**config.mk**
```make
export PLATFORM = sky130hd
export DESIGN_NAME = isf_status_flags
export DESIGN_NICKNAME = d
export VERILOG_FILES = /design/src/isf_pkg.sv /design/src/isf_status_flags.sv
export SDC_FILE = /design/constraint.sdc
export NUM_CORES = 1
export LEC_CHECK = 0
export ABC_AREA = 1
export ABC_CLOCK_PERIOD_IN_PS = 1900
export BUFFER_PORTS_ARGS = -buffer_cell sky130_fd_sc_hd__buf_2
export CORE_UTILIZATION = 40
export DETAILED_ROUTE_END_ITERATION = 16
export HOLD_SLACK_MARGIN = 0.06
export PLACE_DENSITY_LB_ADDON = 0.12
export SLEW_MARGIN = 15
export SYNTH_ARGS = -nofsm -noshare
export SYNTH_HDL_FRONTEND = slang
export SYNTH_SLANG_ARGS = --single-unit
```
**constraint.sdc**
```tcl
create_clock -name core_clk_in -period 1.9 [get_ports core_clk_in]
set_input_delay 0.19 -clock core_clk_in [delete_from_list [all_inputs] [get_ports core_clk_in]]
set_output_delay 0.19 -clock core_clk_in [all_outputs]
set_load 0.03 [all_outputs]
```
**src/isf_pkg.sv**
```systemverilog
// isf_pkg: constants and carrier types for the i2c status flag block.
// assumes a single 10 MHz system clock domain.
package isf_pkg;
    // ****************************************************************
    // status register layout
    // ****************************************************************
    localparam int unsigned STAT_W        = 8;
    localparam int unsigned BIT_NO_ACK    = 4;
    localparam int unsigned BIT_STOP      = 3;
    localparam int unsigned BIT_ARB_OVR   = 2;
    localparam logic        FLAG_RESET    = 1'h0;
    localparam int unsigned WORD_W        = 8;

    // ****************************************************************
    // carrier types
    // ****************************************************************
    typedef enum logic [0:0] {
        ISF_FMT_BUS  = 1'h0,
        ISF_FMT_SYNC = 1'h1
    } isf_fmt_t;

    // bus-side observations, one cycle pulses except levels noted
    typedef struct packed {
        logic master;        // level: master mode
        logic transmit;      // level: transmit mode
        logic scl_rise;      // pulse
        logic sda_internal;  // level: what we drive
        logic sda_pin;       // level: sampled line
        logic start_det;     // pulse
        logic stop_det;      // pulse
        logic frame_done;    // pulse: a frame finished
        logic ack_slot;      // pulse: ack bit sampled in transmit
        logic ack_seen;      // level at ack_slot: 1 = acknowledged
        logic last_bit_rx;   // pulse: final bit of a word received
    } isf_bus_ev_t;

    // software access to the status register
    typedef struct packed {
        logic               rd;
        logic               wr;
        logic [STAT_W-1:0]  wdata;
    } isf_sw_t;
endpackage

```
**src/isf_status_flags.sv**
```systemverilog
// isf_status_flags: no-ack, stop-detected and arb-lost/overrun flags.
// assumes bus events are pre-decoded and synchronous to core_clk_in.
//
// Contract
// RQ1: no-ack flag clears only by writing 0 after reading it as 1.
// RQ2: no-ack flag sets on missing ack in transmit when ack check enabled.
// RQ3: stop flag sets when stop condition follows a frame transfer.
// RQ4: stop flag clears only by writing 0 after reading it as 1.
// RQ5: stop flag at bit 3, resets 0, readable and writable.
// RQ6: arb/overrun flag at bit 2, resets 0; arb in bus, overrun in sync.
// RQ7: master transmit: internal data differs from pin at clock rise sets arb lost.
// RQ8: master driving data high while start detected sets arb lost.
// RQ9: sync format: final bit received with rx full set sets overrun.
// RQ10: data differing from sent data during contention sets flag to 1.
// RQ11: rx full sets when received word moves into receive data register.
// RQ12: writing 1 leaves flags unchanged; only hardware sets them.
`timescale 1ns/1ns
module isf_status_flags
    import isf_pkg::*;
(
    input  wire logic                  core_clk_in,
    input  wire logic                  rst_in,
    input  isf_pkg::isf_fmt_t          fmt_in,
    input  wire logic                  ack_check_enable_in,
    input  isf_pkg::isf_bus_ev_t       bus_in,
    input  isf_pkg::isf_sw_t           sw_in,
    input  wire logic                  rx_xfer_in,
    input  wire logic [isf_pkg::WORD_W-1:0] rx_shift_reg_in,
    input  wire logic                  rx_data_read_in,
    output logic [isf_pkg::STAT_W-1:0] status_out,
    output logic [isf_pkg::WORD_W-1:0] rx_data_reg_out,
    output logic                       rx_full_flag_out
);
    import isf_pkg::*;

    // ****************************************************************
    // elaboration checks
    // ****************************************************************
    // a flag placed outside the status word would silently vanish
    if (BIT_NO_ACK >= STAT_W || BIT_STOP >= STAT_W || BIT_ARB_OVR >= STAT_W) begin : g_bad_layout
        $error("status flag bit outside the status word");
    end

    // ****************************************************************
    // state
    // ****************************************************************
    logic              no_ack_flag_q;
    logic              no_ack_flag_d;
    logic              stop_flag_q;
    logic              stop_flag_d;
    logic              arb_lost_overrun_flag_q;
    logic              arb_lost_overrun_flag_d;
    logic              rx_full_flag_q;
    logic              rx_full_flag_d;
    logic [WORD_W-1:0] rx_data_q;
    logic [WORD_W-1:0] rx_data_d;
    // read-as-1 arms: clearing needs a prior read that saw the flag set
    logic              no_ack_arm_q;
    logic              no_ack_arm_d;
    logic              stop_arm_q;
    logic              stop_arm_d;
    logic              arb_arm_q;
    logic              arb_arm_d;
    // remembers a finished frame so a bare stop does not set the flag
    logic              frame_seen_q;
    logic              frame_seen_d;

    // ****************************************************************
    // set events
    // ****************************************************************
    logic              fmt_bus;
    logic              fmt_sync;
    logic              ack_missing;
    logic              arb_mismatch;
    logic              arb_start_high;
    logic              set_no_ack;
    logic              set_stop;
    logic              set_arb;
    logic              set_ovr;

    // set wins over clear; a write of 1 is ignored
    function automatic logic flag_next(input logic cur,
                                       input logic set,
                                       input logic arm,
                                       input logic wr,
                                       input logic wbit);
        flag_next = set ? 1'h1 : ((wr && !wbit && arm) ? 1'h0 : cur);
    endfunction

    // arm tracks a read that returned 1; a write consumes it
    function automatic logic arm_next(input logic arm,
                                      input logic cur,
                                      input logic rd,
                                      input logic wr);
        arm_next = wr ? 1'h0 : ((rd && cur) ? 1'h1 : arm);
    endfunction

    always_comb begin
        fmt_bus = (fmt_in == ISF_FMT_BUS);
        fmt_sync = (fmt_in == ISF_FMT_SYNC);
        ack_missing = bus_in.ack_slot && !bus_in.ack_seen;
        arb_mismatch = bus_in.transmit && bus_in.scl_rise
                       && (bus_in.sda_internal != bus_in.sda_pin);         // RQ7 RQ10
        arb_start_high = bus_in.sda_internal && bus_in.start_det;          // RQ8
        set_no_ack = bus_in.transmit && ack_missing && ack_check_enable_in; // RQ2
        set_stop = bus_in.stop_det && (frame_seen_q || bus_in.frame_done); // RQ3
        set_arb = fmt_bus && bus_in.master && (arb_mismatch || arb_start_high);
        set_ovr = fmt_sync && bus_in.last_bit_rx && rx_full_flag_q;       // RQ9
    end

    // ****************************************************************
    // no-ack flag
    // ****************************************************************
    always_comb begin
        no_ack_flag_d = flag_next(no_ack_flag_q, set_no_ack, no_ack_arm_q,
                                  sw_in.wr, sw_in.wdata[BIT_NO_ACK]);      // RQ1 RQ12
        no_ack_arm_d = arm_next(no_ack_arm_q, no_ack_flag_q, sw_in.rd, sw_in.wr);
    end

    always_ff @(posedge core_clk_in or posedge rst_in) begin
        if (rst_in) begin
            no_ack_flag_q <= FLAG_RESET;
            no_ack_arm_q <= FLAG_RESET;
        end else begin
            no_ack_flag_q <= no_ack_flag_d;
            no_ack_arm_q <= no_ack_arm_d;
        end
    end

    // ****************************************************************
    // stop-detected flag
    // ****************************************************************
    always_comb begin
        frame_seen_d = bus_in.stop_det ? 1'h0
                     : (bus_in.frame_done ? 1'h1 : frame_seen_q);
        stop_flag_d = flag_next(stop_flag_q, set_stop, stop_arm_q,
                                sw_in.wr, sw_in.wdata[BIT_STOP]);          // RQ4 RQ5 RQ12
        stop_arm_d = arm_next(stop_arm_q, stop_flag_q, sw_in.rd, sw_in.wr);
    end

    always_ff @(posedge core_clk_in or posedge rst_in) begin
        if (rst_in) begin
            stop_flag_q <= FLAG_RESET;
            stop_arm_q <= FLAG_RESET;
            frame_seen_q <= FLAG_RESET;
        end else begin
            stop_flag_q <= stop_flag_d;
            stop_arm_q <= stop_arm_d;
            frame_seen_q <= frame_seen_d;
        end
    end

    // ****************************************************************
    // arbitration-lost / overrun flag
    // ****************************************************************
    // one bit serves both formats; the format decides which event counts
    always_comb begin
        arb_lost_overrun_flag_d = flag_next(arb_lost_overrun_flag_q,
                                            set_arb || set_ovr, arb_arm_q,
                                            sw_in.wr,
                                            sw_in.wdata[BIT_ARB_OVR]);     // RQ6 RQ12
        arb_arm_d = arm_next(arb_arm_q, arb_lost_overrun_flag_q, sw_in.rd, sw_in.wr);
    end

    always_ff @(posedge core_clk_in or posedge rst_in) begin
        if (rst_in) begin
            arb_lost_overrun_flag_q <= FLAG_RESET;
            arb_arm_q <= FLAG_RESET;
        end else begin
            arb_lost_overrun_flag_q <= arb_lost_overrun_flag_d;
            arb_arm_q <= arb_arm_d;
        end
    end

    // ****************************************************************
    // receive data register and full flag
    // ****************************************************************
    // overrun keeps the old word: the new one is dropped
    always_comb begin
        rx_data_d = rx_data_q;
        rx_full_flag_d = rx_full_flag_q;
        if (rx_data_read_in) begin
            rx_full_flag_d = 1'h0;
        end
        if (rx_xfer_in && !set_ovr) begin
            rx_data_d = rx_shift_reg_in;
            rx_full_flag_d = 1'h1;                                         // RQ11
        end
    end

    always_ff @(posedge core_clk_in or posedge rst_in) begin
        if (rst_in) begin
            rx_full_flag_q <= FLAG_RESET;
            rx_data_q <= '0;
        end else begin
            rx_full_flag_q <= rx_full_flag_d;
            rx_data_q <= rx_data_d;
        end
    end

    // ****************************************************************
    // outputs
    // ****************************************************************
    // unused status bits read as 0
    always_comb begin
        status_out = '0;
        status_out[BIT_NO_ACK] = no_ack_flag_q;
        status_out[BIT_STOP] = stop_flag_q;                                // RQ5
        status_out[BIT_ARB_OVR] = arb_lost_overrun_flag_q;                 // RQ6
    end

    assign rx_data_reg_out = rx_data_q;
    assign rx_full_flag_out = rx_full_flag_q;
endmodule

```
==> impl_metrics.xml, run 1 <==
<?xml version="1.0" encoding="UTF-8"?>
<metrics>
  <group name="status">
    <metric name="run_status" unit="">complete, no violations</metric>
  </group>
  <group name="route">
    <metric name="first_pass_iters" unit="">4</metric>
    <metric name="drt-vias-per-instance" unit="">4.09</metric>
    <metric name="drt_drc_violations_left" unit="">0</metric>
    <metric name="detailedRoute.firstIterationViolations" unit="">7</metric>
    <metric name="drt_wl_total" unit="um">1340</metric>
    <metric name="num_vias" unit="">647</metric>
    <metric name="antenna_violating_nets_post_route" unit="">0</metric>
    <metric name="routed_wire_length_per_instance" unit="um">8.49</metric>
  </group>
  <group name="sta">
    <metric name="number_of_slew_limit_violations_in_the_final_report" unit="">0</metric>
    <metric name="max-slew-margin-rel" unit="">0.604</metric>
    <metric name="setup_repair_after_global_routing_missed_its_margin" unit="">no</metric>
    <metric name="tightest_slew" unit="ns">0.594</metric>
    <metric name="final.min_clock_period" unit="ns">1.13</metric>
    <metric name="setup_tns" unit="ns">0</metric>
    <metric name="worst_clock_skew" unit="ns">0.00182</metric>
    <metric name="final.period_utilization" unit="">0.593</metric>
    <metric name="achievable-frequency" unit="GHz">0.887</metric>
    <metric name="final_setup_vio_count" unit="">0</metric>
    <metric name="hold_viol_final" unit="">0</metric>
  </group>
  <group name="critical_path">
    <metric name="timing.critical_path.cells" unit="">inv_1 &gt; o21ai_4 &gt; o21ai_0</metric>
    <metric name="regToRegStartpoint" unit="">rx_full_flag_out</metric>
    <metric name="critical_path_data_arrival_time" unit="ns">1.27</metric>
    <metric name="crit_path_start_kind" unit="">flop</metric>
    <metric name="critPathKind" unit="">flop to flop</metric>
    <metric name="cp.required" unit="ns">2.04</metric>
    <metric name="critical_path_peak_fanout" unit="">17</metric>
    <metric name="timing.critical_path.from" unit="">rx_full_flag_out</metric>
    <metric name="slowest_stage" unit="">sky130_fd_sc_hd__o21ai_4</metric>
    <metric name="crit_path_max_incr_delay" unit="ns">0.37</metric>
    <metric name="worstSetupEndpointType" unit="">flop</metric>
  </group>
  <group name="logic_synthesis">
    <metric name="synth-seq-cells" unit="">16</metric>
    <metric name="synth.cell_area" unit="um^2">767</metric>
    <metric name="netlist_instances" unit="">91</metric>
    <metric name="synth.yosys.seq_area_share" unit="">0.522</metric>
    <metric name="postSynth.topFlopCell" unit="">sky130_fd_sc_hd__dfrtp_1</metric>
    <metric name="yosys_warnings" unit="">0</metric>
    <metric name="synth_commonest_cells" unit="">sky130_fd_sc_hd__inv_1 (19), sky130_fd_sc_hd__nand2_1 (17), sky130_fd_sc_hd__dfrtp_1 (16), sky130_fd_sc_hd__o21ai_0 (10), sky130_fd_sc_hd__buf_4 (8)</metric>
    <metric name="synthDominantCellAreaShare" unit="">0.522</metric>
    <metric name="async_reset_ff_frac" unit="">1.00</metric>
    <metric name="ys_types" unit="">15</metric>
    <metric name="synth_area_leaders" unit="">sky130_fd_sc_hd__dfrtp_1 (52%), sky130_fd_sc_hd__inv_1 (9.3%), sky130_fd_sc_hd__nand2_1 (8.3%)</metric>
    <metric name="post-synth-top-count-cell" unit="">sky130_fd_sc_hd__inv_1</metric>
    <metric name="avgSynthCellArea" unit="um^2">8.43</metric>
    <metric name="yosys.area.top_type" unit="">sky130_fd_sc_hd__dfrtp_1</metric>
    <metric name="synth-edff-count" unit="">0</metric>
  </group>
  <group name="die">
    <metric name="die_width" unit="um">45.8</metric>
    <metric name="initial_core_util" unit="">0.435</metric>
    <metric name="chipHeight" unit="um">45.8</metric>
    <metric name="floorplan.rows" unit="">15</metric>
    <metric name="fp.dieArea" unit="um^2">2100</metric>
    <metric name="design.core.area" unit="um^2">1760</metric>
    <metric name="io-pin-count" unit="">52</metric>
  </group>
  <group name="place">
    <metric name="gp_congestion" unit="">0.650</metric>
    <metric name="io_buffers" unit="">41</metric>
    <metric name="dp_hpwl" unit="um">1050</metric>
    <metric name="numPlacedInstances" unit="">152</metric>
  </group>
  <group name="clock_network">
    <metric name="htree_num_levels" unit="">1</metric>
    <metric name="tritoncts" unit="">done</metric>
    <metric name="cts_root_buf" unit="">sky130_fd_sc_hd__clkbuf_4</metric>
    <metric name="clock_tree.buffer_depth" unit="">2</metric>
    <metric name="cts_inserted_buffers" unit="">3</metric>
    <metric name="hold_buffers" unit="">2</metric>
    <metric name="clk_transition_reported_paths" unit="ns">0.09</metric>
    <metric name="total_setup_buffers_inserted_after_cts" unit="">0</metric>
    <metric name="post_cts_resize_count" unit="">0</metric>
    <metric name="cts.sinks" unit="">16</metric>
    <metric name="clock_insertion_delay_worst_skew" unit="ns">0.28</metric>
  </group>
  <group name="power_and_ir_drop">
    <metric name="cellLeakagePower" unit="nW">0.587</metric>
    <metric name="vdd.ir_drop.worst" unit="mV">0.379</metric>
    <metric name="powerDensity" unit="nW/um^2">845</metric>
  </group>
  <group name="global_route">
    <metric name="first_global_vias" unit="">555</metric>
    <metric name="grt_antenna_before_repair" unit="">0</metric>
    <metric name="grt_pass1_wl" unit="um">2140</metric>
    <metric name="globalRouteOverflowTotal" unit="">0</metric>
    <metric name="grt_start_max_net_pins" unit="">18</metric>
    <metric name="overall_track_demand_over_capacity_in_global_routing" unit="">0.146</metric>
  </group>
  <group name="finish">
    <metric name="fill_cells" unit="">185</metric>
    <metric name="antenna_cells" unit="">0</metric>
    <metric name="multi_input_comb_area" unit="um^2">239</metric>
    <metric name="proportion_of_layout_cells_with_a_drive_suffix_above_1" unit="">0.368</metric>
    <metric name="layout-area-overhead-vs-synth" unit="%">30.8</metric>
    <metric name="nets" unit="">169</metric>
    <metric name="layout.area.seq" unit="um^2">400</metric>
    <metric name="number_of_standard_cells_in_the_layout_taps_in_and_fillers_out" unit="">158</metric>
  </group>
  <group name="job">
    <metric name="max-cap-violations" unit="">0</metric>
  </group>
  <group name="min_path">
    <metric name="worstHoldStart" unit="">rx_data_read_in</metric>
    <metric name="min_path_type" unit="">input port to flop</metric>
  </group>
</metrics>
[critical path, delay by kind of cell (launching register included)]
family	cells	cell delay, ns
AOI/OAI and AO/OA	2	0.53
DFF	1	0.36
buffers and inverters	1	0.09
[worst paths after layout]
path,end,slack (ns),depth (start not counted)
worst max-delay path,rx_full_flag_out,0.77,3
worst min-delay path,rx_full_flag_out,0.09,2
worst max register to register,rx_full_flag_out,0.77,3
worst min register to register,rx_data_reg_out[0],0.49,2
max in group asynchronous,no_ack_arm_q,1.01,3
min in group asynchronous,rx_data_reg_out[0],0.51,3
[final cells by class]
class,instances,area share
Clock buffer,4,0.0362
Sequential cell,16,0.399
Tap cell,25,0.0312
Inverter,19,0.0711
Timing Repair Buffer,43,0.224
Multi-Input combinational cell,51,0.238
[through the flow]
| stage | hold slack (ns) | setup WS (ns) | util | power (W) | area, um^2 |
|---|---|---|---|---|---|
| 5_1_grt | 0.0806 | 0.642 | 0.569 | 0.000905 | 1000 |
| 4_1_cts | 0.0782 | 0.752 | 0.569 | 0.000866 | 1000 |
| 3_5_place_dp | 0.291 | 0.768 | 0.537 | 0.000634 | 947 |
| 2_1_floorplan | 0.104 | 0.690 | - | 0.000581 | 782 |
| 6_report | 0.0919 | 0.773 | 0.569 | 0.000848 | 1000 |
| 3_3_place_gp | 0.289 | 0.825 | 0.537 | 0.000628 | 947 |
[cell usage in the layout, fill, tap and decap left out]
master	instances
sky130_fd_sc_hd__a21oi_1	4
sky130_fd_sc_hd__buf_2	41
sky130_fd_sc_hd__clkbuf_4	3
sky130_fd_sc_hd__clkbuf_8	1
sky130_fd_sc_hd__conb_1	5
sky130_fd_sc_hd__dfrtp_1	16
sky130_fd_sc_hd__dlygate4sd3_1	2
sky130_fd_sc_hd__inv_1	19
sky130_fd_sc_hd__nand2_1	17
sky130_fd_sc_hd__nand2_2	2
sky130_fd_sc_hd__nand3_1	2
sky130_fd_sc_hd__nor2_1	6
sky130_fd_sc_hd__nor3_1	2
sky130_fd_sc_hd__o21ai_0	10
sky130_fd_sc_hd__o21ai_2	1
sky130_fd_sc_hd__o21ai_4	1
sky130_fd_sc_hd__o22ai_1	1
[power breakdown]
| group | switching (W) | internal, W |
|---|---|---|
| Clock | 0.000104 | 0.000117 |
| Combinational | 0.000150 | 0.0000743 |
| Sequential | 0.0000216 | 0.000382 |
[metal layers]
metal / wire, um / share of wire / track usage
met1: 600 / 0.45 / 0.169
met2: 658 / 0.49 / 0.243
met3: 69 / 0.051 / 0.0357
met4: 11 / 0.0082 / 0.0882
met5: 0 / 0 / 0
[kinds of logic (layout without fill, tap and decap cells)]
family          after synthesis  after routing  share of synthesized area
simple gates                 29             29                      0.155
buf+inv                      28             66                      0.186
compound gates               17             17                      0.132
flops                        16             16                      0.522
other cells                   1              5                    0.00489
[sequential cells by signal, summed over array words and instances (netlist names)]
name,count
arb_arm_q,1
arb_lost_overrun_flag_q,1
frame_seen_q,1
no_ack_arm_q,1
no_ack_flag_q,1
rx_data_reg_out,8
rx_full_flag_out,1
stop_arm_q,1
stop_flag_q,1
Power figures use the tool's default switching activity.
==> inputs of run 2 (changes only) <==
- ABC_AREA: 1 -> 0
- ABC_CLOCK_PERIOD_IN_PS: 1900 -> 1170
- CORE_UTILIZATION: 40 -> 38
- clock period: 1.9 -> 1.17 ns (I/O delays scaled with it)
==> impl_metrics.xml, run 2 <==
<?xml version="1.0" encoding="UTF-8"?>
<metrics>
  <group name="route">
    <metric name="routed_wire_length_per_instance" unit="um">9.25</metric>
    <metric name="antenna_violating_nets_post_route" unit="">0</metric>
    <metric name="first_pass_iters" unit="">2</metric>
    <metric name="drt-vias-per-instance" unit="">4.39</metric>
    <metric name="drt_drc_violations_left" unit="">0</metric>
    <metric name="drt_wl_total" unit="um">1220</metric>
    <metric name="num_vias" unit="">580</metric>
    <metric name="detailedRoute.firstIterationViolations" unit="">4</metric>
  </group>
  <group name="finish">
    <metric name="antenna_cells" unit="">0</metric>
    <metric name="layout-area-overhead-vs-synth" unit="%">40.4</metric>
    <metric name="largest_register_ff_count" unit="">8</metric>
    <metric name="proportion_of_layout_cells_with_a_drive_suffix_above_1" unit="">0.533</metric>
    <metric name="nets" unit="">143</metric>
    <metric name="final_std_cell_area_no_fill" unit="um^2">996</metric>
    <metric name="mostFrequentLayoutCell" unit="">sky130_fd_sc_hd__buf_2</metric>
    <metric name="number_of_standard_cells_in_the_layout_taps_in_and_fillers_out" unit="">132</metric>
    <metric name="final_cell_mix" unit="">sky130_fd_sc_hd__buf_2 (41), sky130_fd_sc_hd__dfrtp_1 (15), sky130_fd_sc_hd__mux2_2 (8)</metric>
  </group>
  <group name="sta">
    <metric name="final_setup_vio_count" unit="">0</metric>
    <metric name="final.min_clock_period" unit="ns">1.07</metric>
    <metric name="worst_clock_skew" unit="ns">0.00252</metric>
    <metric name="worst_case_hold_slack" unit="ns">0.0697</metric>
    <metric name="final.period_utilization" unit="">0.913</metric>
    <metric name="number_of_slew_limit_violations_in_the_final_report" unit="">0</metric>
    <metric name="achievable-frequency" unit="GHz">0.936</metric>
    <metric name="setup_repair_after_global_routing_missed_its_margin" unit="">no</metric>
    <metric name="hold_viol_final" unit="">0</metric>
    <metric name="setup_tns" unit="ns">0</metric>
  </group>
  <group name="logic_synthesis">
    <metric name="synth_commonest_cells" unit="">sky130_fd_sc_hd__dfrtp_1 (16), sky130_fd_sc_hd__buf_4 (8), sky130_fd_sc_hd__mux2_2 (8), sky130_fd_sc_hd__nor2_1 (5), sky130_fd_sc_hd__nand2_1 (4)</metric>
    <metric name="synth_area_leaders" unit="">sky130_fd_sc_hd__dfrtp_1 (56%), sky130_fd_sc_hd__mux2_2 (13%), sky130_fd_sc_hd__buf_4 (8.5%)</metric>
    <metric name="synth-seq-cells" unit="">16</metric>
    <metric name="synthXorXnorAreaFrac" unit="">0.0123</metric>
    <metric name="avgSynthCellArea" unit="um^2">11.8</metric>
    <metric name="synth-edff-count" unit="">0</metric>
    <metric name="synth_fa_ha_area_frac" unit="">0</metric>
    <metric name="synth_top_family_by_area" unit="">simple AND/OR/NAND/NOR gates</metric>
    <metric name="synth.cell_area" unit="um^2">709</metric>
    <metric name="synthMuxAreaShare" unit="">0.127</metric>
    <metric name="ys_types" unit="">18</metric>
    <metric name="async_reset_ff_frac" unit="">1.00</metric>
    <metric name="yosys.area.top_type" unit="">sky130_fd_sc_hd__dfrtp_1</metric>
    <metric name="netlist_instances" unit="">60</metric>
    <metric name="synthesized_area_fraction_occupied_by_and_or_nand_nor_cells" unit="">0.132</metric>
    <metric name="yosys_warnings" unit="">0</metric>
    <metric name="synth.yosys.seq_area_share" unit="">0.564</metric>
    <metric name="synthDominantCellAreaShare" unit="">0.564</metric>
    <metric name="post-synth-top-count-cell" unit="">sky130_fd_sc_hd__dfrtp_1</metric>
    <metric name="synth-compound-area-share" unit="">0.0635</metric>
    <metric name="postSynth.topFlopCell" unit="">sky130_fd_sc_hd__dfrtp_1</metric>
  </group>
  <group name="critical_path">
    <metric name="crit_path_start_kind" unit="">flop</metric>
    <metric name="worst-path-buf-inv" unit="">0</metric>
    <metric name="timing.critical_path.cells" unit="">nand3_2 &gt; nand2_4 &gt; mux2_2</metric>
    <metric name="timing.reg2reg.setup_slack" unit="ns">0.10</metric>
    <metric name="critPathKind" unit="">flop to flop</metric>
    <metric name="crit_path_max_incr_delay" unit="ns">0.38</metric>
    <metric name="slowest_stage" unit="">sky130_fd_sc_hd__dfrtp_2</metric>
    <metric name="critical_path_peak_fanout" unit="">9</metric>
    <metric name="r2r_end" unit="">rx_data_reg_out[4]</metric>
    <metric name="regToRegStartpoint" unit="">rx_full_flag_out</metric>
    <metric name="r2r_cells" unit="">3</metric>
    <metric name="cp.required" unit="ns">1.33</metric>
    <metric name="worstSetupEndpointType" unit="">flop</metric>
    <metric name="crit_path_max_delay_family" unit="">flip-flops</metric>
    <metric name="critical_path_data_arrival_time" unit="ns">1.23</metric>
  </group>
  <group name="power_and_ir_drop">
    <metric name="powerDensity" unit="nW/um^2">1400</metric>
    <metric name="power.share.switching" unit="">0.311</metric>
    <metric name="vdd.ir_drop.worst" unit="mV">0.763</metric>
    <metric name="power_switching" unit="W">0.000434</metric>
    <metric name="report.power.total" unit="W">0.00140</metric>
    <metric name="power_frac_seq" unit="">0.475</metric>
    <metric name="pwr-share-comb" unit="">0.273</metric>
    <metric name="cellLeakagePower" unit="nW">0.509</metric>
    <metric name="power_frac_clock" unit="">0.252</metric>
    <metric name="p_int" unit="W">0.000961</metric>
  </group>
  <group name="global_route">
    <metric name="grt_start_max_net_pins" unit="">10</metric>
    <metric name="first_global_vias" unit="">482</metric>
    <metric name="grt_pass1_wl" unit="um">1860</metric>
    <metric name="overall_track_demand_over_capacity_in_global_routing" unit="">0.130</metric>
    <metric name="grt_antenna_before_repair" unit="">0</metric>
    <metric name="globalRouteOverflowTotal" unit="">0</metric>
  </group>
  <group name="clock_network">
    <metric name="tritoncts" unit="">done</metric>
    <metric name="cts.sinks" unit="">16</metric>
    <metric name="clock_insertion_delay_worst_skew" unit="ns">0.27</metric>
    <metric name="cts_inserted_buffers" unit="">3</metric>
    <metric name="clk_transition_reported_paths" unit="ns">0.09</metric>
    <metric name="cts_root_buf" unit="">sky130_fd_sc_hd__clkbuf_4</metric>
    <metric name="htree_num_levels" unit="">1</metric>
    <metric name="clock_tree.buffer_depth" unit="">2</metric>
  </group>
  <group name="place">
    <metric name="dp_hpwl" unit="um">977</metric>
    <metric name="gp_congestion" unit="">0.682</metric>
    <metric name="placement.cell_area" unit="um^2">910</metric>
    <metric name="io_buffers" unit="">41</metric>
    <metric name="numPlacedInstances" unit="">123</metric>
  </group>
  <group name="die">
    <metric name="design.core.area" unit="um^2">1750</metric>
    <metric name="floorplan.rows" unit="">15</metric>
    <metric name="initial_core_util" unit="">0.406</metric>
    <metric name="io-pin-count" unit="">52</metric>
    <metric name="fp.dieArea" unit="um^2">2040</metric>
    <metric name="die_width" unit="um">45.2</metric>
    <metric name="chipHeight" unit="um">45.2</metric>
  </group>
  <group name="job">
    <metric name="max-cap-violations" unit="">0</metric>
  </group>
  <group name="min_path">
    <metric name="worstHoldStart" unit="">rx_shift_reg_in[3]</metric>
    <metric name="min_path_type" unit="">input port to flop</metric>
    <metric name="min_path_cells" unit="">2</metric>
    <metric name="hold_path_end" unit="">rx_data_reg_out[3]</metric>
  </group>
  <group name="status">
    <metric name="run_status" unit="">complete, no violations</metric>
  </group>
</metrics>
==> run 2: cell count changes after synthesis, moves of 2 or more <==
cell	delta
sky130_fd_sc_hd__inv_1	-17
sky130_fd_sc_hd__nand2_1	-13
sky130_fd_sc_hd__mux2_2	+8
sky130_fd_sc_hd__o21ai_0	-7
sky130_fd_sc_hd__nand2_2	-2
sky130_fd_sc_hd__nand3b_1	+2
sky130_fd_sc_hd__nor3_1	-2
==> run 2: per-layer routing <==
metal  routed length (um)  up-vias  GRT usage
li1                     -      291          -
met1                  582      259      0.171
met2                  534       28      0.200
met3                   93        2     0.0240
met4                   10        0     0.0727
met5                    0        -          0
==> run 2: what timing repair did <==
action,in CTS,in global routing
endpoints found under the hold margin,11,1
setup buffers,0,0
hold buffers,4,1
gates resized for setup,0,0
==> run 2: kinds of logic after synthesis <==
kind of cell | after synthesis
flops | 16
simple gates | 16
buf+inv | 10
compound gates | 8
mux | 8
xor+xnor | 1
other cells | 1
==> run 2: worst max path at each step <==
stage | from | to | slack (ns) | cells past startpoint
CTS | rx_full_flag_out | rx_data_reg_out[4] | 0.08 | 3
floorplan | rx_full_flag_out | rx_data_reg_out[0] | 0.02 | 3
global placement | rx_full_flag_out | rx_data_reg_out[6] | 0.11 | 3
detailed placement | rx_full_flag_out | rx_data_reg_out[4] | 0.09 | 3
finish | rx_full_flag_out | rx_data_reg_out[4] | 0.10 | 3
global route | rx_full_flag_out | rx_data_reg_out[6] | 0.04 | 3
==> run 2: final cells by class <==
cell class	instances	area [um^2]
Clock buffer	4	36.3
Fill cell	172	749
Inverter	2	7.51
Multi-Input combinational cell	38	256
Sequential cell	16	402
Tap cell	25	31.3
Timing Repair Buffer	47	263
==> run 2: metrics by stage <==
stage	util	worst slack, ns
after floorplan	-	0.0204
after detailed placement	0.521	0.0946
after global placement	0.521	0.109
after global routing	0.571	0.0425
final	0.571	0.101
after CTS	0.565	0.0819
==> run 2: worst register-to-register path, cell delays in order, from the launching register on <==
cell and delay (ns):
sky130_fd_sc_hd__dfrtp_2 0.38, sky130_fd_sc_hd__nand3_2 0.09, sky130_fd_sc_hd__nand2_4 0.14, sky130_fd_sc_hd__mux2_2 0.35
==> run 2: power groups by stage <==
stage | clock (W) | sequential (W) | combinational [W]
floorplan | 0 | 0.000752 | 0.000200
global placement | 0 | 0.000671 | 0.000369
detailed placement | 0 | 0.000676 | 0.000373
CTS | 0.000359 | 0.000665 | 0.000384
global route | 0.000380 | 0.000675 | 0.000416
finish | 0.000351 | 0.000663 | 0.000381
==> inputs of run 3 (changes only) <==
- ABC_CLOCK_PERIOD_IN_PS: 1170 -> 1080
- GPL_TIMING_DRIVEN: default -> 1
- REMOVE_ABC_BUFFERS: default -> 1
- clock period: 1.17 -> 1.08 ns (I/O delays scaled with it)
==> impl_metrics.xml, run 3 (synthesis gave the netlist of run 2 again) <==
<?xml version="1.0" encoding="UTF-8"?>
<metrics>
  <group name="critical_path">
    <metric name="critical_path_data_arrival_time" unit="ns">0.95</metric>
    <metric name="r2r_cells" unit="">3</metric>
    <metric name="regToRegStartpoint" unit="">rx_full_flag_out</metric>
    <metric name="critical_path_peak_fanout" unit="">2</metric>
    <metric name="crit_path_start_kind" unit="">flop</metric>
    <metric name="r2r_end" unit="">rx_data_reg_out[5]</metric>
    <metric name="timing.reg2reg.setup_slack" unit="ns">0.02</metric>
    <metric name="cp.required" unit="ns">0.97</metric>
    <metric name="timing.critical_path.from" unit="">rx_full_flag_out</metric>
    <metric name="critPathKind" unit="">flop to primary output</metric>
    <metric name="worstSetupEndpointType" unit="">primary output</metric>
  </group>
  <group name="finish">
    <metric name="final_cell_mix" unit="">sky130_fd_sc_hd__buf_2 (40), sky130_fd_sc_hd__dfrtp_1 (16), sky130_fd_sc_hd__dlygate4sd3_1 (14)</metric>
    <metric name="nets" unit="">153</metric>
    <metric name="layout-area-overhead-vs-synth" unit="%">54.8</metric>
    <metric name="final_std_cell_area_no_fill" unit="um^2">1100</metric>
    <metric name="proportion_of_layout_cells_with_a_drive_suffix_above_1" unit="">0.487</metric>
    <metric name="largest_register_ff_count" unit="">8</metric>
    <metric name="mostFrequentLayoutCell" unit="">sky130_fd_sc_hd__buf_2</metric>
    <metric name="fill_cells" unit="">158</metric>
    <metric name="antenna_cells" unit="">0</metric>
  </group>
  <group name="power_and_ir_drop">
    <metric name="p_int" unit="W">0.00107</metric>
    <metric name="power_switching" unit="W">0.000488</metric>
    <metric name="report.power.total" unit="W">0.00156</metric>
    <metric name="vdd.ir_drop.worst" unit="mV">0.918</metric>
    <metric name="pwr-share-comb" unit="">0.288</metric>
    <metric name="power_frac_seq" unit="">0.461</metric>
    <metric name="power_frac_clock" unit="">0.251</metric>
    <metric name="power.share.switching" unit="">0.313</metric>
    <metric name="cellLeakagePower" unit="nW">0.554</metric>
    <metric name="powerDensity" unit="nW/um^2">1420</metric>
  </group>
  <group name="global_route">
    <metric name="first_global_vias" unit="">513</metric>
    <metric name="globalRouteOverflowTotal" unit="">0</metric>
    <metric name="grt_pass1_wl" unit="um">2100</metric>
    <metric name="grt_start_max_net_pins" unit="">17</metric>
    <metric name="overall_track_demand_over_capacity_in_global_routing" unit="">0.149</metric>
    <metric name="grt_antenna_before_repair" unit="">0</metric>
  </group>
  <group name="sta">
    <metric name="setup_tns" unit="ns">0</metric>
    <metric name="final_setup_vio_count" unit="">0</metric>
    <metric name="achievable-frequency" unit="GHz">0.948</metric>
    <metric name="worst_clock_skew" unit="ns">0.000793</metric>
    <metric name="setup_repair_after_global_routing_missed_its_margin" unit="">yes</metric>
    <metric name="hold_viol_final" unit="">0</metric>
    <metric name="final.min_clock_period" unit="ns">1.06</metric>
    <metric name="final.period_utilization" unit="">0.977</metric>
    <metric name="number_of_slew_limit_violations_in_the_final_report" unit="">0</metric>
  </group>
  <group name="clock_network">
    <metric name="htree_num_levels" unit="">1</metric>
    <metric name="clock_tree.buffer_depth" unit="">2</metric>
    <metric name="cts.sinks" unit="">16</metric>
    <metric name="cts_inserted_buffers" unit="">3</metric>
    <metric name="clk_transition_reported_paths" unit="ns">0.09</metric>
    <metric name="total_setup_buffers_inserted_after_cts" unit="">0</metric>
    <metric name="clock_insertion_delay_worst_skew" unit="ns">0.28</metric>
    <metric name="cts_root_buf" unit="">sky130_fd_sc_hd__clkbuf_4</metric>
    <metric name="tritoncts" unit="">done</metric>
  </group>
  <group name="route">
    <metric name="drt_drc_violations_left" unit="">0</metric>
    <metric name="drt_wl_total" unit="um">1430</metric>
    <metric name="antenna_violating_nets_post_route" unit="">0</metric>
    <metric name="routed_wire_length_per_instance" unit="um">10.1</metric>
    <metric name="detailedRoute.firstIterationViolations" unit="">4</metric>
    <metric name="num_vias" unit="">618</metric>
    <metric name="first_pass_iters" unit="">2</metric>
    <metric name="drt-vias-per-instance" unit="">4.35</metric>
  </group>
  <group name="die">
    <metric name="io-pin-count" unit="">52</metric>
    <metric name="chipHeight" unit="um">45.2</metric>
    <metric name="floorplan.rows" unit="">15</metric>
    <metric name="die_width" unit="um">45.2</metric>
    <metric name="design.core.area" unit="um^2">1750</metric>
    <metric name="fp.dieArea" unit="um^2">2040</metric>
    <metric name="initial_core_util" unit="">0.406</metric>
  </group>
  <group name="min_path">
    <metric name="hold_path_end" unit="">no_ack_flag_q</metric>
    <metric name="min_path_type" unit="">input port to flop</metric>
    <metric name="min_path_cells" unit="">3</metric>
    <metric name="worstHoldStart" unit="">bus_in[1]</metric>
  </group>
  <group name="place">
    <metric name="gp_congestion" unit="">0.673</metric>
    <metric name="io_buffers" unit="">41</metric>
    <metric name="dp_hpwl" unit="um">945</metric>
    <metric name="placement.cell_area" unit="um^2">916</metric>
  </group>
  <group name="job">
    <metric name="max-cap-violations" unit="">0</metric>
  </group>
  <group name="status">
    <metric name="run_status" unit="">complete, no violations</metric>
  </group>
</metrics>
[run 3: worst max-delay path, stage by stage, from the launching register on]
cell	delay (ns)
sky130_fd_sc_hd__dfrtp_1	0.39
sky130_fd_sc_hd__buf_4	0.14
sky130_fd_sc_hd__buf_6	0.13
[run 3: final cells by class]
| type | instances | area, um^2 | area share |
|---|---|---|---|
| flip-flops and latches | 16 | 400 | 0.364 |
| repair buffers | 57 | 367 | 0.334 |
| multi-input cells | 38 | 256 | 0.233 |
| inverters | 2 | 7.51 | 0.00683 |
| well taps | 25 | 31.3 | 0.0285 |
| clock buffers | 4 | 36.3 | 0.0330 |
[run 3: routing by layer]
metal	global-route usage	vias to the layer above	share of wire
li1	-	305	-
met1	0.171	281	0.46
met2	0.249	30	0.47
met3	0.0600	2	0.064
met4	0.0545	0	0.0084
met5	0	-	0
[run 3: per-stage QoR]
| stage | setup WS, ns | util | hold slack [ns] | std cells |
|---|---|---|---|---|
| CTS | 0.0103 | 0.629 | 0.0608 | 142 |
| detailed placement | 0.0178 | 0.525 | 0.122 | 124 |
| finish | 0.0250 | 0.629 | 0.0657 | 142 |
| floorplan | -0.176 | - | 0.0217 | 56 |
| global route | -0.0199 | 0.629 | 0.0683 | 142 |
| global placement | 0.0274 | 0.525 | 0.119 | 124 |
[run 3: how the worst max path moves through the flow]
stage                     cells after the start  slack [ns]                  to
after floorplan                               3       -0.18  rx_data_reg_out[0]
after global placement                        3        0.03  rx_data_reg_out[2]
after detailed placement                      3        0.02  rx_data_reg_out[5]
after CTS                                     2        0.01    rx_full_flag_out
final                                         2        0.02    rx_full_flag_out
after global routing                          3       -0.02  rx_data_reg_out[2]
[run 3: timing repair]
item	in CTS	in global routing
hold buffers	14	0
pin swaps	0	1
hold endpoints to repair	30	0
setup endpoints to repair	1	9
gates resized for setup	2	0
[run 3: power by group through the flow]
stage                     logic [W]  clock network, W  registers (W)
after floorplan            0.000129                 0       0.000858
after global placement     0.000404                 0       0.000726
after detailed placement   0.000408                 0       0.000732
after CTS                  0.000453          0.000415       0.000719
after global routing       0.000486          0.000429       0.000728
final                      0.000450          0.000391       0.000718
